`src/design/motor_fault_map.svh`:
```
// Offsets, field positions and reset values of the motor fault protection registers.
// Assumes the registers sit in the motor register space reached through the MCU port.
`ifndef MOTOR_FAULT_MAP_SVH
`define MOTOR_FAULT_MAP_SVH

`define MSFR_AW                7
`define OFS_HALL_STATE_STATUS  7'h1a
`define OFS_OVERCURRENT_CTRL   7'h26
`define OFS_OVERCURRENT_STATUS 7'h27
`define OFS_HIGH_CURRENT_LIMIT 7'h44
`define OFS_LOW_CURRENT_LIMIT  7'h45
`define OFS_SHORT_CIRC_LIMIT   7'h46

`define CTL_OC_EN_BIT          0
`define CTL_SHORT_EN_BIT       1
`define CTL_HALL_EN_BIT        2
`define CTL_RESET              8'h07
`define HIGH_LIMIT_RESET       8'hff
`define LOW_LIMIT_RESET        8'h00
`define SHORT_LIMIT_RESET      8'hff

`define HALL_CODE_ALL_ZERO     3'h0
`define HALL_CODE_ALL_ONE      3'h7

`endif

```
`src/design/motor_fault_pkg.sv`:
```
// Types shared by the motor fault protection block.
// Assumes motor_fault_map.svh supplies the numeric constants.
package motor_fault_pkg;

    typedef enum logic [1:0]
    {
        GATE_RUN     = 2'b00,
        GATE_OC_OFF  = 2'b01,
        GATE_HALL_OFF = 2'b10
    } gate_e;

endpackage

```
`src/design/hall_sync.sv`:
```
// Two-flop synchroniser for the asynchronous Hall sensor pins.
// Assumes the pins are unrelated to clk.
`timescale 1ns/1ps

module hall_sync #(
    parameter int WIDTH = 3
) (
    input  wire logic             clk,
    input  wire logic             rst_n,
    input  wire logic [WIDTH-1:0] pin_in,
    output logic      [WIDTH-1:0] sync_out
);

    genvar g;
    generate
        for (g = 0; g < WIDTH; g++)
        begin : g_bit
            logic meta_ff;
            logic stab_ff;
            always_ff @(posedge clk or negedge rst_n)
            begin
                if (!rst_n)
                begin
                    meta_ff <= 1'b0;
                    stab_ff <= 1'b0;
                end
                else
                begin
                    meta_ff <= pin_in[g];
                    stab_ff <= meta_ff;
                end
            end
            assign sync_out[g] = stab_ff;
        end
    endgenerate

endmodule

```
`src/design/motor_fault_protection.sv`:
```
// Fault and protection logic: phase-current limits, Hall code check, PWM gating.
// Assumes current results and PWM cycle start come from logic on clk; Hall pins are async.
// Behaviour
// Hall fault holds PWM off until released.
// Over-current checked each cycle, off till next.
// Hall code 111 or 000 is fault.
// Three programmable limits: high, low, short.
// High/low limit breach gates PWM, no interrupt.
// Short-circuit limit breach raises fault interrupt.
// Other protections signal MCU by interrupt.
// Hall period overflow raises interrupt, no gating.
`timescale 1ns/1ps
`include "motor_fault_map.svh"

module motor_fault_protection #(
    parameter int IW = 10
) (
    input  wire logic                  clk,
    input  wire logic                  rst_n,
    input  wire logic [`MSFR_AW-1:0]   msfr_addr,
    input  wire logic                  msfr_wr,
    input  wire logic                  msfr_rd,
    input  wire logic [7:0]            msfr_wdata,
    output logic      [7:0]            msfr_rdata,
    input  wire logic [IW-1:0]         phase_a_current,
    input  wire logic [IW-1:0]         phase_b_current,
    input  wire logic [IW-1:0]         phase_c_current,
    input  wire logic [2:0]            hall_pins,
    input  wire logic                  hall_period_overflow,
    input  wire logic                  pwm_cycle_start,
    input  wire logic [5:0]            pwm_in,
    output logic      [5:0]            pwm_out,
    output logic                       fault_interrupt
);

    logic [2:0]                  hall_code;
    logic [7:0]                  ctl_ff;
    logic [7:0]                  nxt_ctl;
    logic [7:0]                  high_lim_ff;
    logic [7:0]                  nxt_high_lim;
    logic [7:0]                  low_lim_ff;
    logic [7:0]                  nxt_low_lim;
    logic [7:0]                  short_lim_ff;
    logic [7:0]                  nxt_short_lim;
    logic [4:0]                  oc_sta_ff;
    logic [4:0]                  nxt_oc_sta;
    logic                        slow_sta_ff;
    logic                        nxt_slow_sta;
    logic [7:0]                  rdata_ff;
    logic [7:0]                  nxt_rdata;
    logic [5:0]                  pwm_ff;
    logic [5:0]                  nxt_pwm;
    logic                        irq_ff;
    logic                        nxt_irq;
    logic                        prev_hall_flt_ff;
    logic [2:0]                  prev_short_ff;
    motor_fault_pkg::gate_e      gate_ff;
    motor_fault_pkg::gate_e      nxt_gate;

    logic [7:0]                  cur_a;
    logic [7:0]                  cur_b;
    logic [7:0]                  cur_c;
    logic                        oc_high;
    logic                        oc_low;
    logic [2:0]                  short_hit;
    logic                        hall_flt;

    hall_sync #(
        .WIDTH (3)
    ) u_hall_sync (
        .clk      (clk),
        .rst_n    (rst_n),
        .pin_in   (hall_pins),
        .sync_out (hall_code)
    );

    // Only the upper eight result bits meet the 8-bit limits.
    assign cur_a = phase_a_current[IW-1 -: 8];
    assign cur_b = phase_b_current[IW-1 -: 8];
    assign cur_c = phase_c_current[IW-1 -: 8];

    always_comb
    begin
        oc_high   = ctl_ff[`CTL_OC_EN_BIT] && ((cur_a > high_lim_ff) || (cur_b > high_lim_ff)
                    || (cur_c > high_lim_ff)); // see R04
        oc_low    = ctl_ff[`CTL_OC_EN_BIT] && ((cur_a < low_lim_ff) || (cur_b < low_lim_ff)
                    || (cur_c < low_lim_ff)); // see R04
        short_hit = ctl_ff[`CTL_SHORT_EN_BIT] ? {cur_c > short_lim_ff, cur_b > short_lim_ff,
                    cur_a > short_lim_ff} : 3'h0; // see R04
        hall_flt  = ctl_ff[`CTL_HALL_EN_BIT] && ((hall_code == `HALL_CODE_ALL_ZERO)
                    || (hall_code == `HALL_CODE_ALL_ONE));
    end

    // Register file, status capture and read data.
    always_comb
    begin
        nxt_ctl       = ctl_ff;
        nxt_high_lim  = high_lim_ff;
        nxt_low_lim   = low_lim_ff;
        nxt_short_lim = short_lim_ff;
        nxt_oc_sta    = oc_sta_ff;
        nxt_slow_sta  = slow_sta_ff;
        nxt_rdata     = rdata_ff;
        if (msfr_wr)
        begin
            if (msfr_addr == `OFS_OVERCURRENT_CTRL)
                nxt_ctl = msfr_wdata;
            else if (msfr_addr == `OFS_HIGH_CURRENT_LIMIT)
                nxt_high_lim = msfr_wdata;
            else if (msfr_addr == `OFS_LOW_CURRENT_LIMIT)
                nxt_low_lim = msfr_wdata;
            else if (msfr_addr == `OFS_SHORT_CIRC_LIMIT)
                nxt_short_lim = msfr_wdata;
        end
        if (msfr_rd)
        begin
            if (msfr_addr == `OFS_HALL_STATE_STATUS)
                nxt_rdata = {3'h0, slow_sta_ff, hall_flt, hall_code};
            else if (msfr_addr == `OFS_OVERCURRENT_CTRL)
                nxt_rdata = ctl_ff;
            else if (msfr_addr == `OFS_OVERCURRENT_STATUS)
                nxt_rdata = {3'h0, oc_sta_ff};
            else if (msfr_addr == `OFS_HIGH_CURRENT_LIMIT)
                nxt_rdata = high_lim_ff;
            else if (msfr_addr == `OFS_LOW_CURRENT_LIMIT)
                nxt_rdata = low_lim_ff;
            else if (msfr_addr == `OFS_SHORT_CIRC_LIMIT)
                nxt_rdata = short_lim_ff;
            else
                nxt_rdata = 8'h00;
            // Sticky bits clear on read; a new event in the same cycle sets them again.
            if (msfr_addr == `OFS_OVERCURRENT_STATUS)
                nxt_oc_sta = 5'h00;
            if (msfr_addr == `OFS_HALL_STATE_STATUS)
                nxt_slow_sta = 1'b0;
        end
        nxt_oc_sta   = nxt_oc_sta | {short_hit, oc_low, oc_high};
        nxt_slow_sta = nxt_slow_sta | hall_period_overflow;
    end

    // PWM gating: Hall fault outranks the cycle-by-cycle trip.
    always_comb
    begin
        nxt_gate = gate_ff;
        case (gate_ff)
            motor_fault_pkg::GATE_RUN:
            begin
                if (hall_flt)
                    nxt_gate = motor_fault_pkg::GATE_HALL_OFF;
                else if (oc_high || oc_low)
                    nxt_gate = motor_fault_pkg::GATE_OC_OFF; // see R02
            end
            motor_fault_pkg::GATE_OC_OFF:
            begin
                if (hall_flt)
                    nxt_gate = motor_fault_pkg::GATE_HALL_OFF;
                else if (pwm_cycle_start)
                    nxt_gate = motor_fault_pkg::GATE_RUN;
            end
            motor_fault_pkg::GATE_HALL_OFF:
            begin
                if (!hall_flt)
                    nxt_gate = motor_fault_pkg::GATE_RUN;
            end
            default:
                nxt_gate = motor_fault_pkg::GATE_HALL_OFF;
        endcase
        // A trip seen on the cycle start itself is kept, so the new cycle starts off.
        if (pwm_cycle_start && (oc_high || oc_low) && !hall_flt)
            nxt_gate = motor_fault_pkg::GATE_OC_OFF;
        // The condition gates in the same cycle it is seen, not one later.
        if (hall_flt || oc_high || oc_low || (nxt_gate != motor_fault_pkg::GATE_RUN))
            nxt_pwm = 6'h00; // see R01, see R03
        else
            nxt_pwm = pwm_in;
        // Interrupt pulses on the rise of a Hall or short fault and follows hall_period_overflow, never for high/low trips.
        nxt_irq = (hall_flt && !prev_hall_flt_ff) // see R03
                  || |(short_hit & ~prev_short_ff) // see R06
                  || hall_period_overflow;
    end

    always_ff @(posedge clk or negedge rst_n)
    begin
        if (!rst_n)
        begin
            ctl_ff           <= `CTL_RESET;
            high_lim_ff      <= `HIGH_LIMIT_RESET;
            low_lim_ff       <= `LOW_LIMIT_RESET;
            short_lim_ff     <= `SHORT_LIMIT_RESET;
            oc_sta_ff        <= 5'h00;
            slow_sta_ff      <= 1'b0;
            rdata_ff         <= 8'h00;
            gate_ff          <= motor_fault_pkg::GATE_RUN;
            pwm_ff           <= 6'h00;
            irq_ff           <= 1'b0;
            prev_hall_flt_ff <= 1'b0;
            prev_short_ff    <= 3'h0;
        end
        else
        begin
            ctl_ff           <= nxt_ctl;
            high_lim_ff      <= nxt_high_lim;
            low_lim_ff       <= nxt_low_lim;
            short_lim_ff     <= nxt_short_lim;
            oc_sta_ff        <= nxt_oc_sta;
            slow_sta_ff      <= nxt_slow_sta;
            rdata_ff         <= nxt_rdata;
            gate_ff          <= nxt_gate;
            pwm_ff           <= nxt_pwm;
            irq_ff           <= nxt_irq;
            prev_hall_flt_ff <= hall_flt;
            prev_short_ff    <= short_hit;
        end
    end

    assign msfr_rdata      = rdata_ff;
    assign pwm_out         = pwm_ff;
    assign fault_interrupt = irq_ff;

endmodule

```
`config.mk`:
```
export PLATFORM = sky130hd
export DESIGN_NAME = motor_fault_protection
export DESIGN_NICKNAME = d
export VERILOG_FILES = /design/src/design/motor_fault_pkg.sv /design/src/design/hall_sync.sv /design/src/design/motor_fault_protection.sv
export VERILOG_INCLUDE_DIRS = /design/src /design/src/design
export SDC_FILE = /design/constraint.sdc
export NUM_CORES = 1
export LEC_CHECK = 0
export ABC_AREA = 1
export BUFFER_PORTS_ARGS = -buffer_cell sky130_fd_sc_hd__buf_2
export CORE_MARGIN = 5
export CORE_UTILIZATION = 60
export DETAILED_ROUTE_END_ITERATION = 16
export PLACE_DENSITY = 0.91
export SYNTH_ARGS = -nofsm -noshare
export SYNTH_HDL_FRONTEND = slang
export SYNTH_SLANG_ARGS = --single-unit
```
`constraint.sdc`:
```
create_clock -name clk -period 4 [get_ports clk]
set_clock_uncertainty 0.1 [all_clocks]
set_input_delay 0.4 -clock clk [delete_from_list [all_inputs] [get_ports clk]]
set_output_delay 0.4 -clock clk [all_outputs]
set_load 0.005 [all_outputs]
```
==> results.toml, run 1 <==
[synthesis]
synth_top_area_share_pct = 26.2
synthAdderAreaFrac_pct = 19.7
synth_top_cell_by_area = "dfrtp_1"
synthArstFlopShare_pct = 100
synth-main-ff-cell = "dfrtp_1"
synth-simple-area-share_pct = 20.7
syn_area_per_cell_um2 = 7.96
synth_top_family_by_area = "simple AND/OR/NAND/NOR gates"
synth_area_leaders = "dfrtp_1 (26%), ha_1 (20%), nand2_1 (13%), dfstp_2 (11%), inv_1 (7.6%)"
ys_ff_latch = 65
syn_inst = 551
ys_seq_area_share_pct = 37.6
synth_nets = 680
muxShareOfSynthArea_pct = 0
syn_area_um2 = 4390
synth_edf_count = 0
yosysWarnings = 0
ys_types = 31
synth-xor-area-share_pct = 0
synth_compound_area_share_pct = 13.5

[global_routing]
grt_pass1_vias = 4001
grt_first_pass_wirelength_mm = 18.2
grtUsageTotal_pct = 26.2
antenna_found_initial = 0
grt_max_degree = 34
overflow = 0

[clocking]
path_clk_slew_ns = 0.08
cts_tree = "done"
htree_levels = 3
clk_latency_ns = 0.35
cts.sinks = 65
cts_setup_buffers = 0
clockBufferDepth = 2
clockRootBuffer = "clkbuf_8"
cts_resized = 0
cts_buffers = 9
cts_hold_buf = 1

[detailed_routing]
drt-pass1-iter-count = 6
drtAntennaViolNets = 0
via_per_inst = 5.51
via_count = 4026
finalWirelength_mm = 11.4
drc = 0
avgRoutedWirePerCell_um = 15.7
drt_iter0_drc = 300

[critical_path]
rrSetupSlack_ns = 1.61
critical_path_class = "reg2reg"
cp_max_fo = 6
cp.arrival_ns = 2.57
worstSetupStartpointType = "register"
crit_path_end_kind = "register"
cp.required_ns = 4.18

[placement]
dp_hpwl_mm = 9.08
io_buffers = 68
place_congestion = 1.01

[timing]
rsz0062_at_grt = "no"
fmax_mhz = 418
hold_violations = 0
finalCriticalPeriod_ns = 2.39
holdWs_ns = 0.0462
fin_setup_tns_ns = 0
slew_violations = 0
tightestPinTransition_ns = 0.692
period_share_pct = 59.8
setup_viol = 0
relSlewSlack_pct = 53.9

[floorplanning]
die_y_um = 95.5
die_area_um2 = 9120
rows = 31
ios = 75
coreArea_um2 = 7180
die_w_um = 95.5
start_util_pct = 61.1

[pwr]
switching_power_mw = 0.551
p_seq_share_pct = 44.2
comb_power_share_pct = 22.7
power_leakage_nw = 2.61
internal_power_mw = 1.17
ir_drop_uv = 288
p_clk_share_pct = 33.1
powerDensity_nw_per_um2 = 341
p_sw_share_pct = 32.1
power_mw = 1.72

[cells_and_area]
synthToLayoutAreaGrowth_pct = 14.9
n_fill_cell = 546
final_util_pct = 70.2
diodes = 0
layout.nets = 756
drive_above_1_share_pct = 18.8

[flow_run]
maxCapViolations = 0

[run_status]
status = "complete, no violations"

[hold_path]
hold_class = "in2reg"
-- final cells by class --
cell class	count	area, µm²	area share (%)
Clock buffer	9	124	2.46
Clock inverter	7	77.6	1.54
Inverter	91	342	6.78
Multi-Input combinational cell	390	2360	46.9
Sequential cell	65	1650	32.8
Tap cell	99	124	2.46
Timing Repair Buffer	70	358	7.10
-- power groups by stage --
| stage | registers, mW | clock network [mW] | logic [mW] |
|---|---|---|---|
| after CTS | 0.759 | 0.571 | 0.387 |
| after detailed placement | 0.770 | 0 | 0.381 |
| after global routing | 0.766 | 0.601 | 0.446 |
| final | 0.760 | 0.568 | 0.391 |
| after global placement | 0.766 | 0 | 0.353 |
| after floorplan | 0.760 | 0 | 0.242 |
-- sequential cells by signal (all words and copies together), names as in the netlist, 2 cells and up --
signal	count
gate_ff	2
u_hall_sync.g_bit.stab_ff	3
prev_short_ff	3
low_lim_ff	8
u_hall_sync.g_bit.meta_ff	3
short_lim_ff	8
ctl_ff	8
msfr_rdata	8
pwm_out	6
oc_sta_ff	5
high_lim_ff	8
-- path summary, 6_finish.rpt --
path,start,end,cells past startpoint
worst min-delay path,hall_pins[2],u_hall_sync.g_bit[2].meta_ff,1
worst max-delay path,high_lim_ff[5],pwm_out[0],15
min in group asynchronous,rst_n,gate_ff[0],2
max in group asynchronous,rst_n,short_lim_ff[5],3
worst min register to register,u_hall_sync.g_bit[2].meta_ff,u_hall_sync.g_bit[2].stab_ff,0
worst max register to register,high_lim_ff[5],pwm_out[0],15
-- through the flow --
step	cell area, µm²	setup slack, ns	instances
after floorplan	4390	2.07	551
after global placement	4830	1.78	714
after detailed placement	4830	1.68	714
after CTS	5040	1.63	731
after global routing	5040	1.45	731
final	5040	1.61	731
-- cell usage in the layout (no fill, tap or decap), types with 5 or more instances in the layout --
cell | Yosys | layout
ha_1 | 69 | 69
nand2_1 | 150 | 150
nand3_1 | 9 | 9
o21ai_0 | 38 | 38
inv_1 | 89 | 89
dfstp_2 | 19 | 19
nand2_2 | 6 | 6
clkbuf_8 | 0 | 9
nor2_1 | 33 | 33
o21ai_1 | 8 | 8
o211ai_1 | 6 | 6
buf_2 | 3 | 68
a21oi_1 | 34 | 34
dfrtp_1 | 46 | 46
nor3_1 | 5 | 5
nand4_1 | 5 | 5
o21a_1 | 7 | 7
-- layer usage --
| metal | part of all wire (%) | wire [µm] | up-vias | GRT usage (%) |
|---|---|---|---|---|
| met1 | 42 | 4850 | 1893 | 32.4 |
| met5 | 0 | 0 | - | 0 |
| li1 | - | - | 1946 | - |
| met3 | 5.4 | 623 | 35 | 4.81 |
| met4 | 3.0 | 348 | 0 | 11.4 |
| met2 | 49 | 5620 | 152 | 44.8 |
-- synth_stat cells, drive strengths merged (2+ instances only) --
library cell	count
o21a	7
nand3	10
dfstp	19
o2111ai	4
o211ai	6
ha	69
dfrtp	46
o21ai	46
nand2	156
a21oi	34
inv	91
buf	4
nand4	5
nor3	9
nor2	35
a22oi	2
a21o	2
-- logic make-up after synthesis --
family                   after synthesis
AO/OA/AOI/OAI                        105
adder cells (fa/ha/maj)               69
buffers and inverters                 96
flip-flops                            65
AND/OR/NAND/NOR                      216
-- critical path: stages, from the launching register on --
cell and delay, ns:
dfstp_2 0.55, inv_1 0.10, ha_1 0.32, a21oi_1 0.13, nor2_1 0.05, nor2_1 0.08
nand2_1 0.06, nand2_1 0.06, nand3_1 0.11, nand2_1 0.14, nand2_1 0.10, nand2_1 0.06
nand2_1 0.05, nand2_1 0.11, nand2_2 0.13, nor2_1 0.15
Power figures use the tool's default switching activity.
==> run 2: changes to the inputs <==
Settings changed: CORE_UTILIZATION 60 to 51, PLACE_DENSITY 0.91 to 0.83.
Clock period 4 ns to 1.96 ns, I/O delays scaled along.
==> run 2 against run 1 <==
The flow now finishes with violations (negative setup slack); utilization is 0.099 points lower; die area increased by 16%; sequential power grew 110%; flip-flop and latch count unchanged; sequential share of layout area is 4.4 points lower; setup slack got worse by 1.8 ns; worst hold slack worse by 0.030 ns; count of clock-buffer cells in the layout unchanged; combinational power increased to 2.9 times the previous value; critical path depth shrank 1; total power rose by 120%; cell count is 6.0% higher.
==> results.toml, run 2 (synthesis gave the netlist of run 1 again) <==
[run_status]
status = "finished, violations left"
violations = "negative setup slack"

[hold_path]
hp-start = "msfr_wdata[2]"
hold_class = "in2reg"

[floorplanning]
die_y_um = 103
start_util_pct = 52.8
die_w_um = 103
ios = 75
rows = 33
coreArea_um2 = 8300
die_area_um2 = 10600

[clocking]
clockRootBuffer = "clkbuf_8"
cts_buffers = 9
htree_levels = 3
clockBufferDepth = 2
path_clk_slew_ns = 0.09
cts_tree = "done"
cts.sinks = 65
clk_latency_ns = 0.35

[timing]
rsz0062_at_grt = "yes"
tightestPinTransition_ns = 0.638
period_share_pct = 108
fmax_mhz = 472
relSlewSlack_pct = 57.5
fin_ws_ns = -0.160
setup_viol = 10
hold_violations = 0
fin_setup_tns_ns = -1.13
holdWs_ns = 0.0160
slew_violations = 0
finalCriticalPeriod_ns = 2.12

[critical_path]
crit_path_end_kind = "register"
crit_start = "high_lim_ff[4]"
r2r-start = "high_lim_ff[4]"
worstSetupEndpoint = "pwm_out[0]"
r2r-end = "pwm_out[0]"
cp_max_fo = 6
r2r_cells = 14
critical_path_class = "reg2reg"
rrSetupSlack_ns = -0.16
cp.required_ns = 2.15
cp.arrival_ns = 2.31
worstSetupStartpointType = "register"

[detailed_routing]
top_layer = "met4"
drtAntennaViolNets = 0
via_count = 4242
finalWirelength_mm = 12.9
avgRoutedWirePerCell_um = 16.6
wl_met3_um = 795
via_per_inst = 5.47
wl_met2_mm = 6.34
drt_iter0_drc = 221
met1_length_mm = 5.37
drt-pass1-iter-count = 6
drc = 0

[cells_and_area]
layout.nets = 794
final_util_pct = 70.1
final_cell_mix = "nand2_1 (129), inv_1 (74), buf_2 (68), ha_1 (50), dfrtp_1 (46)"
drive_above_1_share_pct = 33.6
diodes = 0
n_fill_cell = 588
regArea_um2 = 1650
multi_input_area_um2 = 2790
synthToLayoutAreaGrowth_pct = 32.7
final_area_um2 = 5820
layout_commonest_cell = "nand2_1"

[flow_run]
maxCapViolations = 0

[global_routing]
grt_first_pass_wirelength_mm = 20.4
overflow = 0
grt_pass1_vias = 4370
antenna_found_initial = 0
grtUsageTotal_pct = 25.0
grt_max_degree = 30

[pwr]
powerDensity_nw_per_um2 = 662
ir_drop_uv = 633
power_leakage_nw = 2.85
power_mw = 3.85

[placement]
place_area_um2 = 5030
dp_hpwl_mm = 9.39
io_buffers = 68
place_congestion = 0.976
## run 2: report_power, final
| part | switching, mW | internal [mW] |
|---|---|---|
| clock network | 0.577 | 0.600 |
| logic | 0.635 | 0.481 |
| registers | 0.0794 | 1.48 |
## run 2: layout make-up
cell class | instances | share of cell area (%)
Inverter | 91 | 6.13
Sequential cell | 65 | 28.4
Multi-Input combinational cell | 390 | 48.0
Timing Repair Buffer | 108 | 11.8
Clock buffer | 9 | 2.13
Tap cell | 105 | 2.26
Clock inverter | 7 | 1.33
## run 2: worst min-delay path by stage
| stage | end | slack [ns] | cells past startpoint |
|---|---|---|---|
| 5_1_grt | ctl_ff[2] | 0.03 | 3 |
| 2_1_floorplan | ctl_ff[3] | -0.20 | 0 |
| 3_5_place_dp | msfr_rdata[7] | 0.15 | 1 |
| 3_3_place_gp | msfr_rdata[7] | 0.14 | 1 |
| 6_report | ctl_ff[2] | 0.02 | 3 |
| 4_1_cts | ctl_ff[2] | 0.009 | 3 |
## run 2: per-stage QoR
step | instances | setup WS (ns)
after floorplan | 551 | 0.0250
after global placement | 744 | -0.130
after detailed placement | 744 | -0.265
after CTS | 775 | -0.119
after global routing | 775 | -0.239
final | 775 | -0.160
## run 2: worst max-delay path, stage by stage, from the launching register on
cell	delay, ns
dfstp_2	0.55
inv_2	0.06
ha_1	0.31
nand2_2	0.07
nor2_4	0.12
nand4_1	0.10
nand2_1	0.09
nand3_2	0.10
nand2_4	0.09
nand2_4	0.06
nand2_2	0.07
nand2_2	0.07
nand2_4	0.10
nand2_8	0.08
nor2_2	0.10
## run 2: routing by layer
metal | vias up | GRT usage (%)
li1 | 2025 | -
met1 | 2036 | 32.2
met2 | 151 | 42.6
met3 | 30 | 3.92
met4 | 0 | 9.16
met5 | - | 0
## run 2: what timing repair did
item,CTS,global route
pin swaps,20,23
gates resized for setup,44,54
hold buffers,13,0
hold endpoints to repair,24,0
setup buffers,2,0
endpoints found under the setup margin,10,14
cloned,0,0
==> run 3: changes to the inputs <==
Settings changed: CORE_UTILIZATION 51 to 35, PLACE_DENSITY 0.83 to 0.63.
==> run 3 against run 2 <==
The run still ends with negative setup slack left; clock power grew 41%; via count shrank 4.5%; largest cell class unchanged; cell count grew 8.0%; non-clock buffer count shrank 1; routed wire length shrank 3.5%; critical endpoint unchanged; combinational power shrank 4%.
==> results.toml, run 3 (synthesis gave the netlist of run 1 again) <==
[global_routing]
grt_first_pass_wirelength_mm = 20.4
antenna_found_initial = 0
overflow = 0
grt_pass1_vias = 4073
grtUsageTotal_pct = 17.5
grt_max_degree = 66

[placement]
io_buffers = 68
dp_hpwl_mm = 9.68
place_congestion = 0.872
dp_cells = 805

[cells_and_area]
diodes = 0
n_fill_cell = 1120
fin_cells = 837
drive_above_1_share_pct = 34.1
final_cell_mix = "nand2_1 (135), inv_1 (69), buf_2 (68), ha_1 (46), dfrtp_1 (46)"
layout.nets = 793
synthToLayoutAreaGrowth_pct = 37.2
layout_commonest_cell = "nand2_1"

[critical_path]
r2r_cells = 17
cp.arrival_ns = 2.21
r2r-end = "pwm_out[0]"
cp_max_fo = 6
rrSetupSlack_ns = -0.13
worstSetupStartpointType = "register"
critical_path_class = "reg2reg"
r2r-start = "high_lim_ff[1]"
cp.required_ns = 2.08
crit_path_end_kind = "register"

[run_status]
violations = "negative setup slack"
status = "finished, violations left"

[timing]
rsz0062_at_grt = "yes"
finalCriticalPeriod_ns = 2.09
tightestPinTransition_ns = 0.614
hold_violations = 0
slew_violations = 0
period_share_pct = 107
setup_viol = 8
fmax_mhz = 479
fin_ws_ns = -0.128
relSlewSlack_pct = 58.7

[detailed_routing]
via_count = 4051
met1_length_mm = 5.72
avgRoutedWirePerCell_um = 14.8
drt_iter0_drc = 281
wl_met3_um = 485
drtAntennaViolNets = 0
drc = 0
drt-pass1-iter-count = 5
top_layer = "met4"
via_per_inst = 4.84
finalWirelength_mm = 12.4
wl_met2_mm = 6.01

[pwr]
switching_power_mw = 1.27
power_mw = 4.30
p_clk_share_pct = 38.6
power_leakage_nw = 2.89
powerDensity_nw_per_um2 = 714
ir_drop_uv = 460
p_sw_share_pct = 29.7
internal_power_mw = 3.02
p_seq_share_pct = 36.4
comb_power_share_pct = 25.1

[floorplanning]
rows = 40
die_area_um2 = 14900
start_util_pct = 36.1
die_y_um = 122
die_w_um = 122
coreArea_um2 = 12200
ios = 75

[clocking]
htree_levels = 3
clockBufferDepth = 2
cts.sinks = 65
cts_buffers = 9
clockRootBuffer = "clkbuf_16"
cts_tree = "done"
clk_latency_ns = 0.33
path_clk_slew_ns = 0.06

[hold_path]
hold_path_end = "ctl_ff[1]"
hold-path-cell-count = 3
hp-start = "msfr_wdata[1]"
hold_class = "in2reg"

[flow_run]
maxCapViolations = 0
==> run 3: cell count changes in the layout (fill, tap and decap cells not counted), sizes merged <==
cell         previous run  this run
clkinv                  4         1
clkbuf                  9        11
clkinvlp                0         2
dlygate4sd3            13        12
inv                    93        92
==> run 3: layout make-up <==
cell class                      count  area, µm²  share of cell area (%)
Multi-Input combinational cell    390       2800                    46.5
Timing Repair Buffer              107        676                    11.2
Clock inverter                      5       62.6                    1.04
Inverter                           91        364                    6.05
Sequential cell                    65       1650                    27.4
Clock buffer                       11        253                    4.20
Tap cell                          168        210                    3.49
==> run 3: power by group through the flow <==
stage	Sequential, mW	Combinational [mW]	Clock, mW
2_1_floorplan	1.55	0.493	0
5_1_grt	1.57	1.23	1.75
3_3_place_gp	1.56	0.815	0
3_5_place_dp	1.57	0.851	0
6_report	1.56	1.08	1.66
4_1_cts	1.55	0.986	1.68
==> run 3: metrics by stage <==
| step | setup slack, ns | cell area, µm² | hold slack (ns) | TNS [ns] | utilization [%] |
|---|---|---|---|---|---|
| 6_report | -0.128 | 6020 | 0.0187 | -0.803 | 49.5 |
| 5_1_grt | -0.264 | 6020 | 0.0451 | -1.95 | 49.5 |
| 4_1_cts | -0.119 | 5850 | 0.00419 | -0.724 | 48.1 |
| 3_5_place_dp | -0.339 | 5090 | 0.135 | -2.47 | 41.9 |
| 3_3_place_gp | -0.204 | 5090 | 0.133 | -1.43 | 41.9 |
| 2_1_floorplan | 0.0250 | 4390 | -0.200 | 0 | - |
==> run 3: metal layers <==
metal	GRT usage, %	up-vias
met5	0	-
met4	4.76	0
li1	-	2031
met2	29.5	93
met1	23.1	1914
met3	3.16	13
==> run 3: repair_timing <==
item / in CTS / in global routing
pin swaps: 20 / 15
endpoints found under the hold margin: 57 / 0
buffers inserted: 3 / 1
hold buffers: 12 / 0
gates resized for setup: 53 / 44
endpoints found under the setup margin: 12 / 16
==> run 3: how the worst max path moves through the flow <==
| stage | startpoint | end | slack [ns] | depth (start not counted) |
|---|---|---|---|---|
| floorplan | high_lim_ff[7] | pwm_out[0] | 0.03 | 14 |
| global placement | high_lim_ff[7] | pwm_out[1] | -0.20 | 14 |
| detailed placement | high_lim_ff[7] | pwm_out[5] | -0.34 | 15 |
| CTS | high_lim_ff[7] | pwm_out[5] | -0.12 | 14 |
| global route | high_lim_ff[1] | pwm_out[0] | -0.26 | 17 |
| finish | high_lim_ff[1] | pwm_out[0] | -0.13 | 17 |
==> run 3: critical path, cell delays in order, from the launching register on <==
cell and delay, ns:
dfstp_2 0.56, inv_4 0.07, ha_4 0.27, nand2_1 0.05
nand2_1 0.06, nand2_2 0.05, nand2_2 0.05, nand2_1 0.05
nand2_1 0.07, nand2_1 0.07, nand3_2 0.08, nand2_2 0.06
nand2_2 0.09, nand2_1 0.05, nand2_1 0.07, nand2_2 0.07
nand2_4 0.11, nor2_1 0.05
